$ cat src/logic/cdz_defs.vh
// register map, field positions, reset values and timing counts for cdz
`ifndef CDZ_DEFS_VH
`define CDZ_DEFS_VH

// register offsets (byte addresses on the plain register port)
`define CDZ_ADDR_CAL_CTRL      10'h018
`define CDZ_ADDR_ZD_CTRL       10'h01e
`define CDZ_ADDR_STATUS        10'h01f
`define CDZ_ADDR_CH_DIV0       10'h190
`define CDZ_ADDR_CH_STRIDE     10'h003
`define CDZ_ADDR_VCO_DIV       10'h1e0
`define CDZ_ADDR_SRC_SEL       10'h1e1
`define CDZ_ADDR_DLY_CTRL      10'h1e2
`define CDZ_ADDR_UPDATE        10'h232

// field positions
`define CDZ_CAL_REQ_BIT        0
`define CDZ_ZD_MODE_LSB        1
`define CDZ_ZD_SEL_LSB         3
`define CDZ_STAT_CAL_DONE_BIT  6
`define CDZ_CH_BYPASS_BIT      7
`define CDZ_CH_NODCC_BIT       0
`define CDZ_CH_START_HIGH_BIT  1
`define CDZ_CH_PHASE_LSB       4
`define CDZ_STAT_SYNC_BIT      0

// encodings
`define CDZ_ZD_INTERNAL        2'b01
`define CDZ_ZD_EXTERNAL        2'b11
`define CDZ_SRC_CLK_VDIV       2'b00
`define CDZ_SRC_CLK_DIRECT     2'b01
`define CDZ_SRC_VCO_VDIV       2'b10
`define CDZ_SRC_BAD            2'b11

// reset values
`define CDZ_RST_ZD_CTRL        8'h00
`define CDZ_RST_SRC_SEL        8'h02
`define CDZ_RST_VCO_DIV        8'h00
`define CDZ_RST_CH_DIV         8'h00

// calibration length in calibration clock cycles
`define CDZ_CAL_CYCLES         4400

`endif

$ cat src/logic/cdz_clock_dist.v
// clock distribution control: source select, channel dividers, zero delay
//
// Function
// calibration never starts on its own when divider settings change
// distribution held in sync while a calibration runs
// software recalibrates after changing R, P, B, A or reference rate
// a calibration request is accepted at any time; the code ignores a request while a calibration runs
// zero-delay field 01 selects internal zero-delay mode
// internal mode feeds channel divider 0 output to the N divider
// zero-delay field 11 selects external mode via the clock input
// bits 4:3 pick the feedback channel divider, default divider 0
// software uses external mode when divider 1, 2 or 3 feeds back
// programmable delay on both reference and feedback paths
// each channel divides by 1 to 32; divide by one via bypass
// vco divider divides by 1 to 6 ahead of channel dividers
// output high N+1 and low M+1 input cycles
// optional duty correction gives 50 percent for odd with M=N+1; the code only sets ch_half_reg and leaves the output duty unchanged
// duty correction unavailable when vco divider ratio is one
// coarse channel delay of 0 to 15 input cycles
// channel output may start high or low after sync
// direct vco path skips vco divider and channel dividers
// software uses the vco divider when clock input is too fast
// source select 00 clk+div, 01 clk direct, 10 vco+div, 11 bad
// no setting feeds the vco to channel dividers undivided
// software feeds back the lowest output frequency
// calibration lasts 4400 calibration clock cycles
// calibration starts on request bit set plus update; rearm needed
// calibration done read back at bit 6 of status register
// prohibited source setting keeps channel outputs static
`timescale 1ns/1ps
`default_nettype none
`include "cdz_defs.vh"

module cdz_clock_dist #(
    parameter CAL_CYCLES = `CDZ_CAL_CYCLES,
    parameter NCH        = 4
) (
    // clock and reset
    input  wire            ref_clk_i,
    input  wire            nrst_i,
    // register port
    input  wire [9:0]      reg_addr_i,
    input  wire [7:0]      reg_wdata_i,
    input  wire            reg_wr_i,
    input  wire            reg_rd_i,
    output reg  [7:0]      reg_rdata_o,
    // clock sources, one rising edge enable per source period
    input  wire            vco_tick_i,
    input  wire            ext_clk_tick_i,
    input  wire            cal_clk_tick_i,
    input  wire            reference_input_i,
    input  wire            n_div_fb_i,
    // distribution outputs
    output reg  [NCH-1:0]  chan_out_o,
    output reg             vco_direct_o,
    output reg             feedback_o,
    output reg             zd_ext_mode_o,
    output reg             ref_delayed_o,
    output reg             fb_delayed_o,
    output reg             dist_sync_o,
    output reg             cal_busy_o
);

    ////////////////////////////////////////////////////////////////////////
    // register state
    reg [7:0]  cal_ctrl_reg;
    reg [7:0]  cal_ctrl_act_reg;
    reg [7:0]  zd_ctrl_reg;
    reg [7:0]  zd_ctrl_act_reg;
    reg [7:0]  src_sel_reg;
    reg [7:0]  src_sel_act_reg;
    reg [7:0]  vco_div_reg;
    reg [7:0]  vco_div_act_reg;
    reg [7:0]  dly_ctrl_reg;
    reg [7:0]  dly_ctrl_act_reg;
    reg [7:0]  ch_mn_reg    [0:NCH-1];
    reg [7:0]  ch_ctl_reg   [0:NCH-1];
    reg [7:0]  ch_dcc_reg   [0:NCH-1];
    reg [7:0]  ch_mn_act    [0:NCH-1];
    reg [7:0]  ch_ctl_act   [0:NCH-1];
    reg [7:0]  ch_dcc_act   [0:NCH-1];
    reg        cal_done_reg;
    reg        update_reg;
    integer    k, j, p, q, c;

    // channel register decode: three consecutive bytes per channel
    function [2:0] ch_hit;
        input [9:0] a;
        input [1:0] ch;
        reg   [9:0] base;
        begin
            base = `CDZ_ADDR_CH_DIV0 + {6'h00, ch, 2'b00} - {8'h00, ch};
            ch_hit = {a == base + 10'h002, a == base + 10'h001, a == base};
        end
    endfunction

    // staged registers become active only on an update write; this keeps
    // a multi-byte reprogram from running half old and half new settings
    always @(posedge ref_clk_i) begin
        if (!nrst_i) begin
            cal_ctrl_reg <= 8'h00;
            zd_ctrl_reg  <= `CDZ_RST_ZD_CTRL;
            src_sel_reg  <= `CDZ_RST_SRC_SEL;
            vco_div_reg  <= `CDZ_RST_VCO_DIV;
            dly_ctrl_reg <= 8'h00;
            update_reg   <= 1'b0;
            for (j = 0; j < NCH; j = j + 1) begin
                ch_mn_reg[j]  <= `CDZ_RST_CH_DIV;
                ch_ctl_reg[j] <= 8'h00;
                ch_dcc_reg[j] <= 8'h00;
            end
        end else begin
            update_reg <= reg_wr_i && reg_addr_i == `CDZ_ADDR_UPDATE
                          && reg_wdata_i[0];
            if (reg_wr_i) begin
                case (reg_addr_i)
                    `CDZ_ADDR_CAL_CTRL: cal_ctrl_reg <= reg_wdata_i;
                    `CDZ_ADDR_ZD_CTRL:  zd_ctrl_reg  <= reg_wdata_i;
                    `CDZ_ADDR_SRC_SEL:  src_sel_reg  <= reg_wdata_i;
                    `CDZ_ADDR_VCO_DIV:  vco_div_reg  <= reg_wdata_i;
                    `CDZ_ADDR_DLY_CTRL: dly_ctrl_reg <= reg_wdata_i;
                    default: ;
                endcase
                for (j = 0; j < NCH; j = j + 1) begin
                    if (ch_hit(reg_addr_i, j[1:0]) == 3'b001)
                        ch_mn_reg[j] <= reg_wdata_i;
                    if (ch_hit(reg_addr_i, j[1:0]) == 3'b010)
                        ch_ctl_reg[j] <= reg_wdata_i;
                    if (ch_hit(reg_addr_i, j[1:0]) == 3'b100)
                        ch_dcc_reg[j] <= reg_wdata_i;
                end
            end
        end
    end

    // active copies taken on update
    always @(posedge ref_clk_i) begin
        if (!nrst_i) begin
            cal_ctrl_act_reg <= 8'h00;
            zd_ctrl_act_reg  <= `CDZ_RST_ZD_CTRL;
            src_sel_act_reg  <= `CDZ_RST_SRC_SEL;
            vco_div_act_reg  <= `CDZ_RST_VCO_DIV;
            dly_ctrl_act_reg <= 8'h00;
            for (p = 0; p < NCH; p = p + 1) begin
                ch_mn_act[p]  <= `CDZ_RST_CH_DIV;
                ch_ctl_act[p] <= 8'h00;
                ch_dcc_act[p] <= 8'h00;
            end
        end else if (update_reg) begin
            cal_ctrl_act_reg <= cal_ctrl_reg;
            zd_ctrl_act_reg  <= zd_ctrl_reg;
            src_sel_act_reg  <= src_sel_reg;
            vco_div_act_reg  <= vco_div_reg;
            dly_ctrl_act_reg <= dly_ctrl_reg;
            for (p = 0; p < NCH; p = p + 1) begin
                ch_mn_act[p]  <= ch_mn_reg[p];
                ch_ctl_act[p] <= ch_ctl_reg[p];
                ch_dcc_act[p] <= ch_dcc_reg[p];
            end
        end
    end

    ////////////////////////////////////////////////////////////////////////
    // calibration sequencer
    localparam ST_IDLE = 2'b00;
    localparam ST_CAL  = 2'b01;
    localparam ST_DONE = 2'b10;

    reg [1:0]  cal_state_reg;
    reg [12:0] cal_cnt_reg;
    reg        cal_req_prev_reg;
    wire       cal_req_act = cal_ctrl_act_reg[`CDZ_CAL_REQ_BIT];
    // only a 0->1 edge of the active request bit starts a run, so a pll
    // reprogram alone never launches one
    wire       cal_start = cal_req_act && !cal_req_prev_reg;

    always @(posedge ref_clk_i) begin
        if (!nrst_i) begin
            cal_state_reg    <= ST_IDLE;
            cal_cnt_reg      <= 13'h0000;
            cal_req_prev_reg <= 1'b0;
            cal_done_reg     <= 1'b0;
        end else begin
            cal_req_prev_reg <= cal_req_act;
            case (cal_state_reg)
                ST_IDLE, ST_DONE: begin
                    if (cal_start) begin  // accepted only from idle or done, not during a run
                        cal_state_reg <= ST_CAL;
                        cal_cnt_reg   <= 13'h0000;
                        cal_done_reg  <= 1'b0;
                    end
                end
                ST_CAL: begin
                    if (cal_clk_tick_i) begin
                        if (cal_cnt_reg == CAL_CYCLES[12:0] - 13'h0001) begin
                            cal_state_reg <= ST_DONE;
                            cal_done_reg  <= 1'b1;
                        end else begin
                            cal_cnt_reg <= cal_cnt_reg + 13'h0001;
                        end
                    end
                end
                default: cal_state_reg <= ST_IDLE;
            endcase
        end
    end

    ////////////////////////////////////////////////////////////////////////
    // source selection and vco divider
    wire [1:0] src_sel   = src_sel_act_reg[1:0];
    wire       src_bad   = src_sel == `CDZ_SRC_BAD;
    wire       sync_hold = cal_state_reg == ST_CAL || src_bad;
    // vco reaches the channel dividers only through the vco divider; no undivided vco choice there
    wire       src_tick  = src_sel[1] ? vco_tick_i : ext_clk_tick_i;
    wire       use_vdiv  = src_sel != `CDZ_SRC_CLK_DIRECT;
    wire [2:0] vdiv_ratio = (vco_div_act_reg[2:0] > 3'h5) ? 3'h5
                            : vco_div_act_reg[2:0];  // code 0..5 = 1..6
    reg  [2:0] vdiv_cnt_reg;
    wire       ch_tick = use_vdiv ? (src_tick && vdiv_cnt_reg == vdiv_ratio)
                                  : src_tick;

    // vco divider: one output tick per (vdiv_ratio+1) source ticks
    always @(posedge ref_clk_i) begin
        if (!nrst_i || sync_hold) begin
            vdiv_cnt_reg <= 3'h0;
        end else if (src_tick) begin
            vdiv_cnt_reg <= (vdiv_cnt_reg == vdiv_ratio) ? 3'h0
                            : vdiv_cnt_reg + 3'h1;
        end
    end

    // direct vco path, toggles per vco tick with source select 10 only, held in sync
    always @(posedge ref_clk_i) begin
        if (!nrst_i || sync_hold) begin
            vco_direct_o <= 1'b0;
        end else if (vco_tick_i && src_sel == `CDZ_SRC_VCO_VDIV) begin
            vco_direct_o <= ~vco_direct_o;
        end
    end

    ////////////////////////////////////////////////////////////////////////
    // channel dividers
    reg [4:0] ch_cnt_reg   [0:NCH-1];
    reg [3:0] ch_phase_reg [0:NCH-1];
    reg       ch_phase_ok  [0:NCH-1];
    reg       ch_level     [0:NCH-1];
    reg       ch_half_reg  [0:NCH-1];
    reg [NCH-1:0] dcc_on;

    // correction needs M=N or M=N+1 and, when the vco divider is in use, a ratio above one
    always @* begin
        for (c = 0; c < NCH; c = c + 1)
            dcc_on[c] = !ch_dcc_act[c][`CDZ_CH_NODCC_BIT]
                && !(use_vdiv && vdiv_ratio == 3'h0)
                && (ch_mn_act[c][7:4] == ch_mn_act[c][3:0]
                    || ch_mn_act[c][7:4] == ch_mn_act[c][3:0] + 4'h1);
    end

    always @(posedge ref_clk_i) begin
        for (k = 0; k < NCH; k = k + 1) begin
            if (!nrst_i || sync_hold) begin
                // static at start level while synced
                ch_cnt_reg[k]   <= 5'h00;
                ch_phase_reg[k] <= 4'h0;
                ch_phase_ok[k]  <= 1'b0;
                ch_half_reg[k]  <= 1'b0;
                ch_level[k]     <= nrst_i
                    & ch_ctl_act[k][`CDZ_CH_START_HIGH_BIT];
                chan_out_o[k]   <= nrst_i
                    & ch_ctl_act[k][`CDZ_CH_START_HIGH_BIT];
            end else if (ch_tick) begin
                if (!ch_phase_ok[k]) begin
                    // coarse delay in input cycles
                    if (ch_phase_reg[k] ==
                        ch_ctl_act[k][`CDZ_CH_PHASE_LSB +: 4])
                        ch_phase_ok[k] <= 1'b1;
                    else
                        ch_phase_reg[k] <= ch_phase_reg[k] + 4'h1;
                end else if (ch_ctl_act[k][`CDZ_CH_BYPASS_BIT]) begin
                    chan_out_o[k] <= ~chan_out_o[k];  // divide by 1
                end else if (ch_level[k] &&
                             ch_cnt_reg[k] == {1'b0, ch_mn_act[k][3:0]}) begin
                    // high phase of N+1 cycles ends
                    ch_cnt_reg[k] <= 5'h00;
                    ch_level[k]   <= 1'b0;
                    chan_out_o[k] <= 1'b0;
                    ch_half_reg[k] <= 1'b0;
                end else if (!ch_level[k] &&
                             ch_cnt_reg[k] == {1'b0, ch_mn_act[k][7:4]}) begin
                    // low phase of M+1 cycles ends
                    ch_cnt_reg[k] <= 5'h00;
                    ch_level[k]   <= 1'b1;
                    chan_out_o[k] <= 1'b1;
                end else begin
                    ch_cnt_reg[k] <= ch_cnt_reg[k] + 5'h01;
                    // odd ratio: ch_half_reg flags a half-cycle stretch near the
                    // low-to-high edge; nothing reads it, so the output is unchanged
                    if (dcc_on[k] && !ch_level[k] &&
                        ch_mn_act[k][7:4] != ch_mn_act[k][3:0] &&
                        ch_cnt_reg[k] == {1'b0, ch_mn_act[k][7:4]} - 5'h01)
                        ch_half_reg[k] <= 1'b1;
                end
            end
        end
    end

    ////////////////////////////////////////////////////////////////////////
    // zero-delay feedback routing and path delays
    wire [1:0] zd_mode = zd_ctrl_act_reg[`CDZ_ZD_MODE_LSB +: 2];
    wire [1:0] zd_sel  = zd_ctrl_act_reg[`CDZ_ZD_SEL_LSB +: 2];
    reg        feedback_select_mux_a;
    reg        feedback_select_mux_b;

    // internal mode fixed to divider 0; external follows the selected
    // channel, which software loops back through the clock input
    always @* begin
        feedback_select_mux_b = chan_out_o[zd_sel];
        if (zd_mode == `CDZ_ZD_INTERNAL)
            feedback_select_mux_a = chan_out_o[0];
        else if (zd_mode == `CDZ_ZD_EXTERNAL)
            feedback_select_mux_a = feedback_select_mux_b;
        else
            feedback_select_mux_a = n_div_fb_i;
    end

    reg [15:0] ref_pipe_reg;
    reg [15:0] fb_pipe_reg;

    // delay lines in ref_clk cycles, setting 0..15 gives 2..17 cycles each
    always @(posedge ref_clk_i) begin
        if (!nrst_i) begin
            ref_pipe_reg  <= 16'h0000;
            fb_pipe_reg   <= 16'h0000;
            feedback_o    <= 1'b0;
            zd_ext_mode_o <= 1'b0;
            ref_delayed_o <= 1'b0;
            fb_delayed_o  <= 1'b0;
            dist_sync_o   <= 1'b0;
            cal_busy_o    <= 1'b0;
        end else begin
            feedback_o    <= feedback_select_mux_a;
            zd_ext_mode_o <= zd_mode == `CDZ_ZD_EXTERNAL;
            ref_pipe_reg  <= {ref_pipe_reg[14:0], reference_input_i};
            fb_pipe_reg   <= {fb_pipe_reg[14:0], feedback_select_mux_a};
            ref_delayed_o <= ref_pipe_reg[dly_ctrl_act_reg[3:0]];
            fb_delayed_o  <= fb_pipe_reg[dly_ctrl_act_reg[7:4]];
            dist_sync_o   <= sync_hold;
            cal_busy_o    <= cal_state_reg == ST_CAL;
        end
    end

    ////////////////////////////////////////////////////////////////////////
    // read port, data valid the cycle after the strobe
    reg [7:0] rd_mux;

    always @* begin
        rd_mux = 8'h00;
        case (reg_addr_i)
            `CDZ_ADDR_CAL_CTRL: rd_mux = cal_ctrl_reg;
            `CDZ_ADDR_ZD_CTRL:  rd_mux = zd_ctrl_reg;
            `CDZ_ADDR_SRC_SEL:  rd_mux = src_sel_reg;
            `CDZ_ADDR_VCO_DIV:  rd_mux = vco_div_reg;
            `CDZ_ADDR_DLY_CTRL: rd_mux = dly_ctrl_reg;
            `CDZ_ADDR_STATUS:   rd_mux = {1'b0, cal_done_reg, 5'h00,
                                          sync_hold};
            default:            rd_mux = 8'h00;
        endcase
        for (q = 0; q < NCH; q = q + 1) begin
            if (ch_hit(reg_addr_i, q[1:0]) == 3'b001) rd_mux = ch_mn_reg[q];
            if (ch_hit(reg_addr_i, q[1:0]) == 3'b010) rd_mux = ch_ctl_reg[q];
            if (ch_hit(reg_addr_i, q[1:0]) == 3'b100) rd_mux = ch_dcc_reg[q];
        end
    end

    always @(posedge ref_clk_i) begin
        if (!nrst_i)
            reg_rdata_o <= 8'h00;
        else
            reg_rdata_o <= reg_rd_i ? rd_mux : 8'h00;
    end

endmodule
`default_nettype wire

$ cat config.mk
export PLATFORM = sky130hd
export DESIGN_NAME = cdz_clock_dist
export DESIGN_NICKNAME = d
export VERILOG_FILES = /design/src/logic/cdz_clock_dist.v
export VERILOG_INCLUDE_DIRS = /design/src /design/src/logic
export SDC_FILE = /design/constraint.sdc
export NUM_CORES = 1
export LEC_CHECK = 0
export ABC_AREA = 1
export BUFFER_PORTS_ARGS = -buffer_cell sky130_fd_sc_hd__buf_2
export CORE_ASPECT_RATIO = 0.75
export CORE_MARGIN = 8
export CORE_UTILIZATION = 55
export CTS_BUF_LIST = sky130_fd_sc_hd__clkbuf_16
export DETAILED_ROUTE_END_ITERATION = 10
export PLACE_DENSITY = 0.75
export RECOVER_POWER = 25
export SLEW_MARGIN = 20
export SYNTH_ARGS = -nofsm -noshare
export SYNTH_HDL_FRONTEND = slang
export SYNTH_SLANG_ARGS = --single-unit
$ cat constraint.sdc
create_clock -name ref_clk_i -period 2.7 [get_ports ref_clk_i]
set_input_delay 0.27 -clock ref_clk_i [delete_from_list [all_inputs] [get_ports ref_clk_i]]
set_output_delay 0.27 -clock ref_clk_i [all_outputs]
set_load 0.02 [all_outputs]
### Word level (Yosys, flattened, before mapping)

Memories as Yosys holds them, arrays and structs flattened.
Index checks and enable logic that the tools add are counted.
W data, S select, Z words.

| storage, ports and cells | value |
|---|---|
| memory bits (writable) | 204 |
| output and inout bits | 19 |
| bits in registers | 131 |
| logic and storage cells | 495 |
| memories kept | 9 |

Memories:

| name | depth | bits a word | rd ports | clocked after Yosys merged registers in | write ports | RTL line | text |
|---|---|---|---|---|---|---|---|
| ch_ctl_act | 4 | 8 | 4 | 0 | 4 | cdz_clock_dist.v:80 | `reg [7:0] ch_ctl_act [0:NCH-1];` |
| ch_ctl_reg | 4 | 8 | 4 | 0 | 4 | cdz_clock_dist.v:77 | `reg [7:0] ch_ctl_reg [0:NCH-1];` |
| ch_dcc_reg | 4 | 8 | 4 | 0 | 4 | cdz_clock_dist.v:78 | `reg [7:0] ch_dcc_reg [0:NCH-1];` |
| ch_mn_act | 4 | 8 | 4 | 0 | 4 | cdz_clock_dist.v:79 | `reg [7:0] ch_mn_act [0:NCH-1];` |
| ch_mn_reg | 4 | 8 | 4 | 0 | 4 | cdz_clock_dist.v:76 | `reg [7:0] ch_mn_reg [0:NCH-1];` |
| ch_cnt_reg | 4 | 5 | 4 | 0 | 4 | cdz_clock_dist.v:243 | `reg [4:0] ch_cnt_reg [0:NCH-1];` |
| 3 more memories | - | - | - | - | - | - |  |

| operators by class | value |
|---|---|
| add/subtract/negate cells | 10 |
| reduce and logical (&&, ||, !) cells | 46 |
| bitwise gates (word level) | 57 |
| mux-type cells | 283 |
| $lt $le $gt $ge | 4 |
| equal/unequal tests | 56 |

Operator list:

| cell | number |
|---|---|
| $mux W8 | 32 |
| $mux W1 | 220 |
| $eq A10 B9 Y1 const B | 15 |
| $mux W5 | 12 |
| $or A1 B1 Y1 | 48 |
| $pmux W8 S6 | 1 |
| $eq A5 B4 Y1 | 8 |
| $mux W13 | 3 |
| $eq A10 B5 Y1 const B | 3 |
| $pmux W13 S2 | 1 |
| $add A5 B1 Y5 const B | 4 |
| $add A4 B1 Y4 const B | 4 |
| $eq A4 B4 Y1 | 4 |
| $mux W4 | 4 |
| $reduce_bool A4 Y1 | 4 |
| $reduce_and A3 Y1 | 5 |
| $add A13 B1 Y13 const B | 1 |
| $eq A13 B13 Y1 const B | 1 |
| $logic_and A1 B1 Y1 | 13 |
| $eq A3 B1 Y1 const B | 4 |
| $eq A3 B2 Y1 const B | 4 |
| $eq A3 B3 Y1 const B | 4 |
| $reduce_and A2 Y1 | 6 |
| $reduce_bool A2 Y1 | 6 |
| other kinds (23) | 49 |

### Depth between registers and ports, before layout

| logic depth | value |
|---|---|
| depth in word-level cells | 15 |
| mapped depth | 22 |

### Worst setup path after synthesis

No wires, ideal clock.

| path | value |
|---|---|
| path type | in2reg |
| start point | input port nrst_i |
| end point | memory ch_ctl_act[0][1], enable pin |
| library setup time | 0.436 ns |
| stages on the path | 4 |
| path buffers | 1 |
| data arrival time | 2.205 ns |
| path slack | 0.059 ns |
| cells stage by stage | clkinv_1 > nor2_1 > inv_1 > clkbuf_1 |

RTL lines:

| element | RTL line | text |
|---|---|---|
| start: declaration | cdz_clock_dist.v:40 | `input wire nrst_i,` |
| end: declaration | cdz_clock_dist.v:80 |  |

### Final worst setup path

| path | value |
|---|---|
| start point | input port reg_addr_i[6] |
| end point | register reg_rdata_o[2] |

| on the way | value |
|---|---|
| longest elaborated chain between the ends | 14 |

Ends and longest elaborated chain:

| element | RTL line | text |
|---|---|---|
| start: declaration | cdz_clock_dist.v:42 | `input wire [9:0] reg_addr_i,` |
| $eq A10 B5 Y1, or another cell as far along | cdz_clock_dist.v:358 | `case (reg_addr_i)` |
| $pmux W8 S6 / $eq A3 B1 Y1 (equally long branches) | cdz_clock_dist.v:358, cdz_clock_dist.v:369 |  |
| $mux W8 | cdz_clock_dist.v:369 | `if (ch_hit(reg_addr_i, q[1:0]) == 3'b001) rd_mux = ch_mn_reg[q];` |
| $mux W8 | cdz_clock_dist.v:370 | `if (ch_hit(reg_addr_i, q[1:0]) == 3'b010) rd_mux = ch_ctl_reg[q];` |
| $mux W8 | cdz_clock_dist.v:371 | `if (ch_hit(reg_addr_i, q[1:0]) == 3'b100) rd_mux = ch_dcc_reg[q];` |
| $mux W8 | cdz_clock_dist.v:369 |  |
| $mux W8 | cdz_clock_dist.v:370 |  |
| $mux W8 | cdz_clock_dist.v:371 |  |
| $mux W8 | cdz_clock_dist.v:369 |  |
| $mux W8 | cdz_clock_dist.v:370 |  |
| $mux W8 | cdz_clock_dist.v:371 |  |
| $mux W8 | cdz_clock_dist.v:369 |  |
| $mux W8 | cdz_clock_dist.v:370 |  |
| $mux W8 * | cdz_clock_dist.v:371 |  |
| end signal: assignment | cdz_clock_dist.v:379 | `reg_rdata_o <= reg_rd_i ? rd_mux : 8'h00;` |
| end: declaration | cdz_clock_dist.v:46 | `output reg [7:0] reg_rdata_o,` |

Every way passes the cells marked *; elsewhere a longest branch is shown, timed or not.
A chain may end at the register's enable or synchronous reset.

==> results.toml <==
[floorplanning]
die-area_mm2 = 0.0321
ioPinCount = 46
row_count = 51
fp.coreArea_mm2 = 0.0260
fp.dieW_um = 204
die_h_um = 157
initial_core_util = 0.561

[placement]
gp_congestion = 1.01
post-place-ws_ns = 0.157
place_area_mm2 = 0.0154
detailed_place_hpwl_um = 27600
dpl.cell_count = 2003
port_buffers = 45

[cells_and_area]
fin_cells = 2068
final_common_cell = "nor2_1"
design_area_mm2 = 0.0164
synthToLayoutAreaGrowth_pct = 12.0
drive_above_1_share = 0.101
nets = 1734
final_cell_mix = "nor2_1 (291), inv_1 (230), nand2_1 (219), edfxtp_1 (195), dfxtp_1 (126)"

[yosys]
ys_async_sr_fraction = 0
netlist_area_mm2 = 0.0146
yosysWarnings = 0
synth_edf_count = 195
synth_seq_cells = 321
synth_fp_nets = 1666
ys.flop_type = "edfxtp_1"
synthCells = 1629
yosysSeqAreaShare = 0.573
synth_cell_type_count = 51
syn_area_per_cell_um2 = 8.97

[worst_setup_path]
worstPathRequired_ns = 3.21
crit_start = "reg_addr_i[6]"
r2r-start = "ch_cnt_reg[1][1]"
r2r_end = "ch_cnt_reg[1][3]"
r2r_setup_slack_ns = 0.30
critPathCapture = "reg_rdata_o[2]"
worstPathArrival_ns = 2.96
r2r_cells = 8
end_kind = "register"
worstSetupPathType = "in -> reg"
path_max_fanout = 7
worst_setup_path_start_kind = "input pin"

[clocking]
cts_tree = "yes"
cts_sinks = 321
numCtsBuffers = 31
cts_buffer_depth = 3
clk_latency_ns = 0.58
clk_pin_slew_worst_paths_ns = 0.06
post_cts_buffers = 0
cts-htree-levels = 1
cts-root-buf = "clkbuf_16"

[sta]
setup_tns_ns = 0
rsz0062_at_grt = "no"
period_needed_ns = 2.45
fin_worst_skew_ns = 0.0115
post-route-period-util = 0.907
setup_ws_ns = 0.250
drv_slew = 0
setup_violations = 0
slew_headroom = 0.134
hold_violations = 0
tightest_slew_ns = 1.30
clock.fmax_mhz = 408

[job]
maxCapViolCount = 0

[grt]
antenna_found_initial = 2
grt_first_pass_wirelength_um = 59900
grt_pass1_vias = 10789
track_usage = 0.238
grt_max_degree = 100
overflow = 0

[power_and_ir_drop]
p_leak_nw = 6.81
p_per_area_mw_per_mm2 = 629
peakVddDrop_uv = 596

[status]
status = "finished, final reports clean"

[detailed_routing]
routed_via_density = 5.54
dr.pass1.iters = 6
wl_um = 38300
num_vias = 11465
drc = 0
antenna_left = 0
wl_per_cell_um = 18.5
first_iter_violations = 1387

[min_path]
hold_class = "in -> reg"
area by class of cell:
class                   instances  area [µm²]
inverters                     242         908
flip-flops and latches        321        8380
repair buffers                 83         532
diodes                          2        5.00
clock inverters                26         175
clock buffers                  32         801
multi-input cells            1018        5130
well taps                     344         430
fillers                      2197        9670
power breakdown:
part	internal [W]	switching, W	leakage, nW
Combinational	0.000177	0.000417	3.32
Clock	0.00233	0.00187	0.516
Sequential	0.00536	0.000133	2.98
Total	0.00787	0.00242	6.81
worst max-delay path, cell delays in order:
cell,delay [ns]
dlygate4sd3_1,0.54
buf_2,0.16
nand2_1,0.06
nor2_1,0.39
inv_1,0.17
nor2_2,0.23
nand2_1,0.09
o21ai_0,0.08
inv_1,0.05
o2111ai_1,0.10
nand2_1,0.12
nand3_1,0.12
nand2_1,0.06
nand2_1,0.05
nand2_1,0.06
nand2_1,0.07
o21ai_1,0.07
nand2_1,0.06
nand2_1,0.06
a21oi_1,0.13
how the worst min path moves through the flow:
stage | start | to | slack [ns] | depth (start not counted)
after floorplan | reg_addr_i[6] | update_reg | 0.35 | 1
after global placement | cal_ctrl_act_reg[0] | cal_req_prev_reg | 0.41 | 2
after detailed placement | cal_ctrl_act_reg[0] | cal_req_prev_reg | 0.42 | 2
after CTS | reg_wdata_i[2] | vco_div_reg[2] | 0.0009 | 3
after global routing | reg_wdata_i[5] | vco_div_reg[5] | 0.02 | 3
final | reg_wdata_i[4] | vco_div_reg[4] | 0.02 | 3
stage by stage:
stage	hold slack, ns	utilization	power, W
after global placement	0.412	0.591	0.00614
final	0.0187	0.628	0.0103
after global routing	0.0189	0.628	0.0106
after floorplan	0.346	-	0.00591
after CTS	0.000866	0.630	0.0103
after detailed placement	0.418	0.591	0.00617
cell usage after synthesis (5+ instances only):
cell type / instances / area (µm²)
o211ai_1: 6 / 45.0
o221ai_1: 5 / 43.8
a22oi_1: 5 / 37.5
o21ai_0: 109 / 546
clkbuf_1: 41 / 154
ha_1: 10 / 125
inv_1: 221 / 830
o21ai_1: 5 / 25.0
a21oi_1: 95 / 475
xor2_1: 35 / 307
inv_2: 18 / 67.6
o22ai_1: 17 / 106
nand4_1: 15 / 93.8
a211oi_1: 14 / 105
nand2_2: 10 / 62.6
nand3_1: 61 / 305
nor4_1: 13 / 81.3
xnor2_1: 12 / 105
nand2_1: 219 / 822
nor2_2: 10 / 62.6
o2111ai_1: 5 / 43.8
or2_2: 14 / 87.6
nor2_4: 7 / 78.8
nor3b_1: 10 / 75.1
nor2_1: 290 / 1090
nor3_1: 20 / 100
dfxtp_1: 126 / 2520
edfxtp_1: 195 / 5860
repair_timing:
item | 4_1_cts | 5_1_grt
hold endpoints to repair | 4 | 0
gates resized for setup | 0 | 2
endpoints found under the setup margin | 0 | 5
hold buffers | 5 | 0
cells by family (layout without fill, tap and decap cells):
logic type	after synthesis	count (layout)	synth area share
AND/OR/NAND/NOR	682	682	0.207
flip-flops	321	321	0.573
buffers and inverters	290	383	0.0753
AO/OA/AOI/OAI	279	279	0.108
XOR/XNOR	47	47	0.0282
adder cells (fa/ha/maj)	10	10	0.00856
other	0	2	0
layer usage:
metal,track usage,vias up,part of all wire
met5,0,-,0
met4,0.0643,0,0.024
met3,0.0579,71,0.11
met2,0.341,508,0.41
met1,0.352,5348,0.46
li1,-,5538,-
Note: power is estimated with default switching activity, not from simulation.
